===== src/pkg/pdm_output_map.vh =====
`ifndef PDM_OUTPUT_MAP_VH
`define PDM_OUTPUT_MAP_VH

// register byte offsets
`define OFS_CONTROL            8'h00
`define OFS_CLOCK_PRESCALE     8'h04
`define OFS_CONVERTED_RESULT   8'h14
`define OFS_IRQ_ENABLE_SET     8'h18
`define OFS_IRQ_ENABLE_CLEAR   8'h1C
`define OFS_IRQ_MASK_STATE     8'h20
`define OFS_IRQ_FLAGS          8'h24
`define OFS_FILTER_CONFIG_A    8'h58
`define OFS_GAIN_OFFSET_CONFIG 8'h5C
`define OFS_WRITE_GUARD_MODE   8'hE4
`define OFS_WRITE_GUARD_STATUS 8'hE8

// control fields
`define CTL_SOFT_RESET_BIT     0
`define CTL_ENABLE_BIT         4

// clock prescale mode fields and reset
`define PRESCALE_LSB           8
`define PRESCALE_MSB           14
`define MODE_RESET             32'h00F00000

// flag and mask bit positions
`define FLAG_READY_BIT         24
`define FLAG_OVERRUN_BIT       25

// filter_config_a fields
`define CFG_HP_BYPASS_BIT      1
`define CFG_DROOP_BYPASS_BIT   2
`define CFG_SIZE_BIT           3
`define CFG_OSR_LSB            4
`define CFG_OSR_MSB            6
`define CFG_SCALE_LSB          8
`define CFG_SCALE_MSB          11
`define CFG_SHIFT_LSB          12
`define CFG_SHIFT_MSB          15
`define CFG_A_RESET            32'h00000000

// gain_offset_config fields
`define GAIN_LSB               0
`define GAIN_MSB               14
`define OFFSET_LSB             16
`define OFFSET_MSB             31
`define GAIN_OFFSET_RESET      32'h00000001

// write guard fields
`define GUARD_ENABLE_BIT       0
`define GUARD_KEY_LSB          8
`define GUARD_KEY_MSB          31
`define GUARD_KEY              24'h414443
`define VIOL_SRC_LSB           8
`define VIOL_SRC_MSB           15

// high-pass pole: a = 1 - 2^-9, about 15 Hz at 48 kHz
`define HP_POLE_SHIFT          9

// saturation limits for the 16-bit result
`define SAT_POS                32'h00007FFF
`define SAT_NEG                32'hFFFF8001

`endif


===== src/design/highpass_stage.v =====
`timescale 1ns/10ps
`include "pdm_output_map.vh"

// first-order dc blocker, y = x - x_prev + y_prev - y_prev/512
module highpass_stage (
    // clock and reset
    input wire clk,
    input wire reset_n,
    input wire clear,
    // control
    input wire bypass,
    // sample in
    input wire [23:0] in_value,
    input wire in_strobe,
    // sample out
    output reg [23:0] out_value,
    output reg out_strobe
);
    reg [23:0] x_prev;
    reg [31:0] y_acc;
    wire [31:0] x_ext = {{8{in_value[23]}}, in_value};
    wire [31:0] xp_ext = {{8{x_prev[23]}}, x_prev};
    wire [31:0] leak = $signed(y_acc) >>> `HP_POLE_SHIFT;
    wire [31:0] next_y = y_acc + x_ext - xp_ext - leak;
    reg [23:0] y_sat;

    // clamp to the 24-bit range so a step cannot wrap
    always @* begin
        if ($signed(next_y) > $signed(32'h007FFFFF)) begin
            y_sat = 24'h7FFFFF;
        end else if ($signed(next_y) < $signed(32'hFF800000)) begin
            y_sat = 24'h800000;
        end else begin
            y_sat = next_y[23:0];
        end
    end

    // filter state keeps running in bypass so re-enable is settled
    always @(posedge clk or negedge reset_n) begin
        if (!reset_n) begin
            x_prev <= 24'h000000;
            y_acc <= 32'h00000000;
            out_value <= 24'h000000;
            out_strobe <= 1'b0;
        end else if (clear) begin
            x_prev <= 24'h000000;
            y_acc <= 32'h00000000;
            out_value <= 24'h000000;
            out_strobe <= 1'b0;
        end else begin
            out_strobe <= in_strobe;
            if (in_strobe) begin
                x_prev <= in_value;
                y_acc <= {{8{y_sat[23]}}, y_sat};
                out_value <= bypass ? in_value : y_sat;
            end
        end
    end
endmodule


===== src/design/pdm_output_stage.v =====
// Summary of operation
// - first-order high-pass, 15 Hz at 48 kHz
// - bypass bit routes filter input straight through
// - out = (x + offset*256)*gain / 2^(scale+shift+8)
// - offset signed 16 bits, times 256
// - gain unsigned 15 bits, keep 32 MSBs
// - scale and shift 4-bit right shifts
// - 32-bit mode skips the shift division
// - 16-bit mode shifts, saturates to +-32767
// - reset settings give 16-bit range results
// - store result, set ready flag
// - ready rising requests dma, can interrupt
// - reading result clears ready flag
// - result while ready sets overrun, drops it
// - status read returns overrun then clears it
// - each result stored while ready is clear triggers dma transfer
// - guard enable blocks mode and dsp writes
// - blocked write flags violation and its source
// - reading guard status clears violation flag
// - soft reset bit resets all but the pin synchroniser, sampled bit and read data, reads zero
// - enable bit starts and stops conversions
// - sample clock = clk / (2*(prescale+1))
// - result register holds until read
// - sample clock from clk/2 to clk/256
// - size bit: 0 is 16-bit, 1 is 32-bit
//
// Local design decision: the address-and-strobe port.
`timescale 1ns/10ps
`include "pdm_output_map.vh"

module pdm_output_stage (
    // clock and reset
    input wire clk,
    input wire reset_n,
    // register port
    input wire [7:0] addr,
    input wire [31:0] wr_data,
    input wire wr_en,
    input wire rd_en,
    output reg [31:0] rd_data,
    // microphone pins
    output reg bitstream_sample_clock,
    input wire pdm_data_pin,
    // bitstream to decimator
    output reg sampled_bit,
    output reg sampled_bit_strobe,
    // filtered samples from decimator
    input wire [23:0] filtered_value,
    input wire filtered_strobe,
    // peripheral dma channel and interrupt
    output reg dma_request,
    output wire irq
);
    // register state
    reg interface_enable_bit;
    reg [6:0] clock_divider_field;
    reg [31:0] converted_result;
    reg [1:0] irq_mask;
    reg result_ready_flag;
    reg ready_d;
    reg overrun_flag;
    reg highpass_bypass;
    reg droop_bypass;
    reg output_size;
    reg [2:0] osr_select;
    reg [3:0] scale;
    reg [3:0] shift;
    reg [14:0] gain;
    reg [15:0] offset;
    reg write_guard_enable;
    reg write_violation_flag;
    reg [7:0] violation_source;
    reg soft_reset;

    // clock divider and sampler
    reg [6:0] div_count;
    reg pin_meta;
    reg pin_sync;

    // decoded accesses
    wire wr_control = wr_en && (addr == `OFS_CONTROL);
    wire wr_mode = wr_en && (addr == `OFS_CLOCK_PRESCALE);
    wire wr_cfg_a = wr_en && (addr == `OFS_FILTER_CONFIG_A);
    wire wr_gain = wr_en && (addr == `OFS_GAIN_OFFSET_CONFIG);
    wire wr_guard = wr_en && (addr == `OFS_WRITE_GUARD_MODE);
    wire wr_ier = wr_en && (addr == `OFS_IRQ_ENABLE_SET);
    wire wr_idr = wr_en && (addr == `OFS_IRQ_ENABLE_CLEAR);
    wire rd_result = rd_en && (addr == `OFS_CONVERTED_RESULT);
    wire rd_flags = rd_en && (addr == `OFS_IRQ_FLAGS);
    wire rd_guard_status = rd_en && (addr == `OFS_WRITE_GUARD_STATUS);
    wire guarded_hit = wr_mode || wr_cfg_a || wr_gain;
    wire guard_block = write_guard_enable && guarded_hit;
    wire key_ok = (wr_data[`GUARD_KEY_MSB:`GUARD_KEY_LSB] == `GUARD_KEY);

    // soft reset: one-cycle synchronous clear of everything except the pin synchroniser, sampled_bit and rd_data
    always @(posedge clk or negedge reset_n) begin
        if (!reset_n) begin
            soft_reset <= 1'b0;
        end else begin
            soft_reset <= wr_control && wr_data[`CTL_SOFT_RESET_BIT];
        end
    end

    // configuration registers; guarded ones drop writes while protected
    always @(posedge clk or negedge reset_n) begin
        if (!reset_n) begin
            interface_enable_bit <= 1'b0;
            // prescale bits of the mode reset pattern are zero; sized so nothing is cut
            clock_divider_field <= 7'h00;
            highpass_bypass <= 1'b0;
            droop_bypass <= 1'b0;
            output_size <= 1'b0;
            osr_select <= 3'h0;
            scale <= 4'h0;
            shift <= 4'h0;
            gain <= 15'h0001;
            offset <= 16'h0000;
            write_guard_enable <= 1'b0;
            irq_mask <= 2'h0;
        end else if (soft_reset) begin
            interface_enable_bit <= 1'b0;
            clock_divider_field <= 7'h00;
            highpass_bypass <= 1'b0;
            droop_bypass <= 1'b0;
            output_size <= 1'b0;
            osr_select <= 3'h0;
            scale <= 4'h0;
            shift <= 4'h0;
            gain <= 15'h0001;
            offset <= 16'h0000;
            write_guard_enable <= 1'b0;
            irq_mask <= 2'h0;
        end else begin
            if (wr_control && !wr_data[`CTL_SOFT_RESET_BIT]) begin
                interface_enable_bit <= wr_data[`CTL_ENABLE_BIT];
            end
            if (wr_mode && !guard_block) begin
                clock_divider_field <= wr_data[`PRESCALE_MSB:`PRESCALE_LSB];
            end
            if (wr_cfg_a && !guard_block) begin
                highpass_bypass <= wr_data[`CFG_HP_BYPASS_BIT];
                droop_bypass <= wr_data[`CFG_DROOP_BYPASS_BIT];
                output_size <= wr_data[`CFG_SIZE_BIT];
                osr_select <= wr_data[`CFG_OSR_MSB:`CFG_OSR_LSB];
                scale <= wr_data[`CFG_SCALE_MSB:`CFG_SCALE_LSB];
                shift <= wr_data[`CFG_SHIFT_MSB:`CFG_SHIFT_LSB];
            end
            if (wr_gain && !guard_block) begin
                gain <= wr_data[`GAIN_MSB:`GAIN_LSB];
                offset <= wr_data[`OFFSET_MSB:`OFFSET_LSB];
            end
            if (wr_guard && key_ok) begin
                write_guard_enable <= wr_data[`GUARD_ENABLE_BIT];
            end
            if (wr_ier) begin
                irq_mask <= irq_mask | wr_data[`FLAG_OVERRUN_BIT:`FLAG_READY_BIT];
            end else if (wr_idr) begin
                irq_mask <= irq_mask & ~wr_data[`FLAG_OVERRUN_BIT:`FLAG_READY_BIT];
            end
        end
    end

    // violation flag: a new hit wins over the clearing read
    always @(posedge clk or negedge reset_n) begin
        if (!reset_n) begin
            write_violation_flag <= 1'b0;
            violation_source <= 8'h00;
        end else if (soft_reset) begin
            write_violation_flag <= 1'b0;
            violation_source <= 8'h00;
        end else if (guard_block) begin
            write_violation_flag <= 1'b1;
            violation_source <= addr;
        end else if (rd_guard_status) begin
            write_violation_flag <= 1'b0;
        end
    end

    // sample clock: toggles every prescale+1 cycles, low while disabled
    wire div_wrap = (div_count == clock_divider_field);
    always @(posedge clk or negedge reset_n) begin
        if (!reset_n) begin
            div_count <= 7'h00;
            bitstream_sample_clock <= 1'b0;
        end else if (soft_reset || !interface_enable_bit) begin
            div_count <= 7'h00;
            bitstream_sample_clock <= 1'b0;
        end else if (div_wrap) begin
            div_count <= 7'h00;
            bitstream_sample_clock <= ~bitstream_sample_clock;
        end else begin
            div_count <= div_count + 7'h01;
        end
    end

    // pin synchroniser; the sample is taken at our rising clock edge,
    // so microphone delay must fit in one sample clock period less two clk cycles
    always @(posedge clk or negedge reset_n) begin
        if (!reset_n) begin
            pin_meta <= 1'b0;
            pin_sync <= 1'b0;
            sampled_bit <= 1'b0;
            sampled_bit_strobe <= 1'b0;
        end else begin
            pin_meta <= pdm_data_pin;
            pin_sync <= pin_meta;
            sampled_bit_strobe <= interface_enable_bit && !soft_reset && div_wrap && !bitstream_sample_clock;
            if (interface_enable_bit && div_wrap && !bitstream_sample_clock) begin
                sampled_bit <= pin_sync;
            end
        end
    end

    // high-pass stage after the low-pass filter
    wire [23:0] hp_value;
    wire hp_strobe;
    highpass_stage u_highpass (
        .clk(clk),
        .reset_n(reset_n),
        .clear(soft_reset),
        .bypass(highpass_bypass),
        .in_value(filtered_value),
        .in_strobe(filtered_strobe && interface_enable_bit),
        .out_value(hp_value),
        .out_strobe(hp_strobe)
    );

    // compensation datapath; one multiplier, done in the cycle after filtering
    wire [24:0] biased = {hp_value[23], hp_value} + {offset[15], offset, 8'h00};
    wire [40:0] product = $signed(biased) * $signed({1'b0, gain});
    wire [31:0] top32 = product[39:8];
    wire [31:0] scaled = $signed(top32) >>> scale;
    wire [31:0] shifted = $signed(scaled) >>> shift;
    reg [31:0] result_value;
    always @* begin
        if (output_size) begin
            result_value = scaled;
        end else if ($signed(shifted) > $signed(`SAT_POS)) begin
            result_value = {16'h0000, 16'h7FFF};
        end else if ($signed(shifted) < $signed(`SAT_NEG)) begin
            result_value = {16'h0000, 16'h8001};
        end else begin
            result_value = {16'h0000, shifted[15:0]};
        end
    end

    // result register and flags; a read in the same cycle frees the slot
    wire slot_free = !result_ready_flag || rd_result;
    always @(posedge clk or negedge reset_n) begin
        if (!reset_n) begin
            converted_result <= 32'h00000000;
            result_ready_flag <= 1'b0;
            overrun_flag <= 1'b0;
            ready_d <= 1'b0;
            dma_request <= 1'b0;
        end else if (soft_reset) begin
            converted_result <= 32'h00000000;
            result_ready_flag <= 1'b0;
            overrun_flag <= 1'b0;
            ready_d <= 1'b0;
            dma_request <= 1'b0;
        end else begin
            ready_d <= result_ready_flag;
            dma_request <= result_ready_flag && !ready_d;
            if (hp_strobe && slot_free) begin
                converted_result <= result_value;
                result_ready_flag <= 1'b1;
            end else if (rd_result) begin
                result_ready_flag <= 1'b0;
            end
            if (hp_strobe && !slot_free) begin
                overrun_flag <= 1'b1;
            end else if (rd_flags) begin
                overrun_flag <= 1'b0;
            end
        end
    end

    // interrupt line from enabled flags
    assign irq = (result_ready_flag && irq_mask[0]) || (overrun_flag && irq_mask[1]);

    // read mux, registered one cycle after the strobe
    reg [31:0] next_rd_data;
    always @* begin
        case (addr)
            `OFS_CONTROL: next_rd_data = {27'h0000000, interface_enable_bit, 4'h0};
            `OFS_CLOCK_PRESCALE:
                next_rd_data = `MODE_RESET | {17'h00000, clock_divider_field, 8'h00};
            `OFS_CONVERTED_RESULT: next_rd_data = converted_result;
            `OFS_IRQ_MASK_STATE: next_rd_data = {6'h00, irq_mask, 24'h000000};
            `OFS_IRQ_FLAGS: next_rd_data = {6'h00, overrun_flag, result_ready_flag, 24'h000000};
            `OFS_FILTER_CONFIG_A:
                next_rd_data = {16'h0000, shift, scale, 1'b0, osr_select, output_size, droop_bypass,
                                highpass_bypass, 1'b0};
            `OFS_GAIN_OFFSET_CONFIG: next_rd_data = {offset, 1'b0, gain};
            `OFS_WRITE_GUARD_MODE: next_rd_data = {31'h00000000, write_guard_enable};
            `OFS_WRITE_GUARD_STATUS:
                next_rd_data = {16'h0000, violation_source, 7'h00, write_violation_flag};
            default: next_rd_data = 32'h00000000;
        endcase
    end

    // read data is valid only in the cycle after the strobe
    always @(posedge clk or negedge reset_n) begin
        if (!reset_n) begin
            rd_data <= 32'h00000000;
        end else if (rd_en) begin
            rd_data <= next_rd_data;
        end else begin
            rd_data <= 32'h00000000;
        end
    end
endmodule


===== config.mk =====
export PLATFORM = sky130hd
export DESIGN_NAME = pdm_output_stage
export DESIGN_NICKNAME = d
export VERILOG_FILES = /design/src/design/highpass_stage.v /design/src/design/pdm_output_stage.v
export VERILOG_INCLUDE_DIRS = /design/src /design/src/pkg
export SDC_FILE = /design/constraint.sdc
export NUM_CORES = 2
export LEC_CHECK = 0
export BUFFER_PORTS_ARGS = -buffer_cell sky130_fd_sc_hd__buf_2
export CAP_MARGIN = 20
export CORE_UTILIZATION = 65
export DETAILED_ROUTE_END_ITERATION = 6
export PLACE_DENSITY_LB_ADDON = 0.08
export SYNTH_ARGS = -nofsm -noshare
export SYNTH_HDL_FRONTEND = slang
export SYNTH_SLANG_ARGS = --single-unit
export TNS_END_PERCENT = 10

===== constraint.sdc =====
create_clock -name clk -period 16.8 [get_ports clk]
set_clock_uncertainty 0.2 [all_clocks]
set_input_delay 1.68 -clock clk [delete_from_list [all_inputs] [get_ports clk]]
set_output_delay 1.68 -clock clk [all_outputs]
set_load 0.03 [all_outputs]

==> flow_metrics.py <==
metrics = {
    "outcome": {
        "status": "complete, but fails checks",
        "violations": "design-rule violations",
    },
    "min_path": {
        "hp-class": "flip-flop to flip-flop",
    },
    "cts": {
        "ctsLongestPathBuffers": 3,
        "cts_tree": "yes",
        "numCtsBuffers": 22,
        "clkTransAtPathRegs_ns": 0.07,
        "ctsResizeCount": 0,
        "cts_sinks": 219,
        "cts_max_level": 1,
        "hold_buffers": 0,
        "cts_setup_buffers": 0,
        "clk_latency_ns": 0.55,
        "cts_root_buf": "clkbuf_16",
    },
    "power_and_ir_drop": {
        "p_sw_mw": 2.331,
        "p_clk_share_pct": 12.5,
        "seqPwrFrac_pct": 16.5,
        "power-per-cell-area_nw_per_um2": 124.6,
        "internal_power_mw": 1.952,
        "p_leak_nw": 15.77,
        "power_mw": 4.283,
        "vdd_ir_drop_max_mv": 0.1737,
        "power_frac_comb_pct": 71.0,
        "switching_share_pct": 54.43,
    },
    "placed_design": {
        "dp.cells": 4489,
        "pre_cts_ws_ns": 3.768,
        "io_buffers": 106,
        "gp_congestion": 1.129,
        "dpl.hpwl_mm": 91.25,
    },
    "drt": {
        "drt_first_pass_iters": 7,
        "via_per_inst": 7.172,
        "drt_iter0_markers": 5395,
        "ant_nets": 0,
        "wl_mm": 123.4,
        "wire_per_inst_um": 27.21,
        "vias": 32530,
        "drc": 98,
    },
    "sta": {
        "finalSetupViolations": 0,
        "rsz0062_at_grt": "false",
        "maxSlewViolCount": 0,
        "finalHoldViolCount": 0,
        "period_needed_ns": 13.47,
        "finalSetupTns_ns": 0,
        "timing.fmax_ghz": 0.07425,
        "worst_slack_ns": 3.332,
        "timing.slew.headroom_pct": 18.50,
        "min_period_over_period_pct": 80.17,
        "worstMarginPinSlew_ns": 1.220,
        "holdWs_ns": 0.1577,
    },
    "final_layout": {
        "nNetsFinal": 4459,
        "final_common_cell": "nand2_1",
        "most-common-layout-cells": "nand2_1 (528), inv_1 (478), fa_1 (399)",
        "layout.cells.non_filler": 4536,
        "drive_gt1_share_pct": 8.226,
        "area_growth_pct": 5.542,
    },
    "global_route": {
        "grt_pass1_vias": 33090,
        "grt_pass1_wl_mm": 188.2,
        "grt_start_max_net_pins": 88,
        "grtUsageTotal_pct": 48.69,
        "grt_antenna_before_repair": 7,
        "grt-ovfl-total": 0,
    },
    "job": {
        "max_cap_viol_count": 0,
    },
    "setup_path": {
        "end_kind": "flip-flop",
        "cp.arrival_ns": 13.73,
        "rrSetupSlack_ns": 3.33,
        "worstSetupPathType": "flip-flop to flip-flop",
        "crit_fanout": 18,
        "required_ns": 17.06,
        "cp-start-kind": "flip-flop",
        "cp_common_cell": "a21oi_1",
        "cpPeakStageDelay_ns": 0.97,
        "crit_slowest_cell": "nor4b_2",
    },
    "floorplan": {
        "die_area_um2": 51020,
        "die_h_um": 225.9,
        "core-area_um2": 49150,
        "die_w_um": 225.9,
        "pin_count": 107,
        "rows": 81,
        "start_util_pct": 66.27,
    },
    "synthesis": {
        "synth_cell_types": 106,
        "postSynthAreaPerCell_um2": 8.357,
        "synth_seq_cells": 219,
        "synth_top_area_share_pct": 24.52,
        "async_flop_share_pct": 100.0,
        "synthTopCellsByArea": "fa_1 (25%), dfrtp_1 (17%), nand2_1 (6.1%)",
        "yosysWarningCount": 0,
        "synth_edf_count": 0,
        "ys.flop_type": "dfrtp_1",
        "synth_fp_nets": 4506,
        "yosysSeqAreaShare_pct": 16.83,
        "synth_top_area_cell": "fa_1",
        "netlist_instances": 3898,
        "netlist_area_um2": 32580,
    },
}
-- worst paths after layout --
| path | from | to | depth (start not counted) |
|---|---|---|---|
| max in group asynchronous | reset_n | rd_data[6]$_DFF_PN0_ | 2 |
| setup reg to reg | offset[1]$_DFFE_PN0P_ | converted_result[7]$_DFFE_PN0P_ | 42 |
| setup / recovery | offset[1]$_DFFE_PN0P_ | converted_result[7]$_DFFE_PN0P_ | 42 |
| min in group asynchronous | reset_n | u_highpass.out_value[0]$_DFFE_PN0P_ | 1 |
| hold / removal | pin_meta$_DFF_PN0_ | pin_sync$_DFF_PN0_ | 0 |
| hold reg to reg | pin_meta$_DFF_PN0_ | pin_sync$_DFF_PN0_ | 0 |
-- cells by family after synthesis --
| family | after synthesis | share of synthesized area, % |
|---|---|---|
| adder cells (fa/ha/maj) | 538 | 29.86 |
| XOR/XNOR | 90 | 2.443 |
| AND/OR/NAND/NOR | 1296 | 18.84 |
| buffers and inverters | 732 | 8.573 |
| flip-flops | 219 | 16.83 |
| AO/OA/AOI/OAI | 935 | 20.19 |
| multiplexers | 88 | 3.269 |
-- metrics by stage --
stage	cell area (um2)	util, %
3_5_place_dp	33550	68.27
3_3_place_gp	33550	68.27
4_1_cts	34330	69.85
2_1_floorplan	32580	-
6_report	34380	69.95
5_1_grt	34370	69.93
-- flip-flops by register name, summed over array words and instances, names as in the netlist, 7 cells and up --
name	count
u_highpass.x_prev	24
offset	16
converted_result	32
u_highpass.y_acc	24
u_highpass.out_value	24
gain	15
div_count	7
violation_source	8
clock_divider_field	7
rd_data	32
-- worst max-delay path: cells and delay by family, from the launching register on --
kind,cells,cell delay (ns)
adder cells (fa/ha/maj),8,3.96
AO/OA/AOI/OAI,21,4.54
XOR/XNOR,2,0.69
flip-flops,1,0.42
buffers and inverters,4,0.39
AND/OR/NAND/NOR,6,2.52
multiplexers,1,0.60
-- cell usage after synthesis, drive strengths merged (27+ instances only) --
library cell  number
a221oi            33
nand4             42
a211oi            45
o211ai            45
a22oi             38
inv              479
nor2             233
nor3              72
a21o              33
dfrtp            218
nand2            528
and3              27
nand3             56
o21ai            181
a22o              41
ha               139
fa               399
clkbuf           210
buf               40
mux2i             58
and2             203
xnor2             71
a21oi            222
nor4              27
-- per-layer routing --
| layer | vias to the layer above | wire length, um | part of all wire (%) | track usage, % |
|---|---|---|---|---|
| met5 | - | 23 | 0.019 | 0 |
| met4 | 4 | 10260 | 8.3 | 32.21 |
| met3 | 862 | 17300 | 14 | 15.70 |
| met2 | 2930 | 53440 | 43 | 73.05 |
| met1 | 15550 | 42390 | 34 | 60.20 |
| li1 | 13190 | - | - | - |
-- power groups by stage --
stage / sequential, mW / combinational, mW / clock [mW]
3_3_place_gp: 0.703 / 2.69 / 0
5_1_grt: 0.712 / 3.21 / 0.555
4_1_cts: 0.700 / 2.88 / 0.533
6_report: 0.708 / 3.04 / 0.536
3_5_place_dp: 0.709 / 2.81 / 0
2_1_floorplan: 0.648 / 2.03 / 0
-- area by class of cell --
class                           instances  area (um2)
Clock buffer                           31       634.4
Antenna cell                            6       15.01
Clock inverter                          8       142.6
Multi-Input combinational cell       2947       24360
Sequential cell                       219        5483
Timing Repair Buffer                  179        1109
Fill cell                            3560       14770
Inverter                              482        1809
Tap cell                              664       830.8
(Power assumes the default switching activity.)
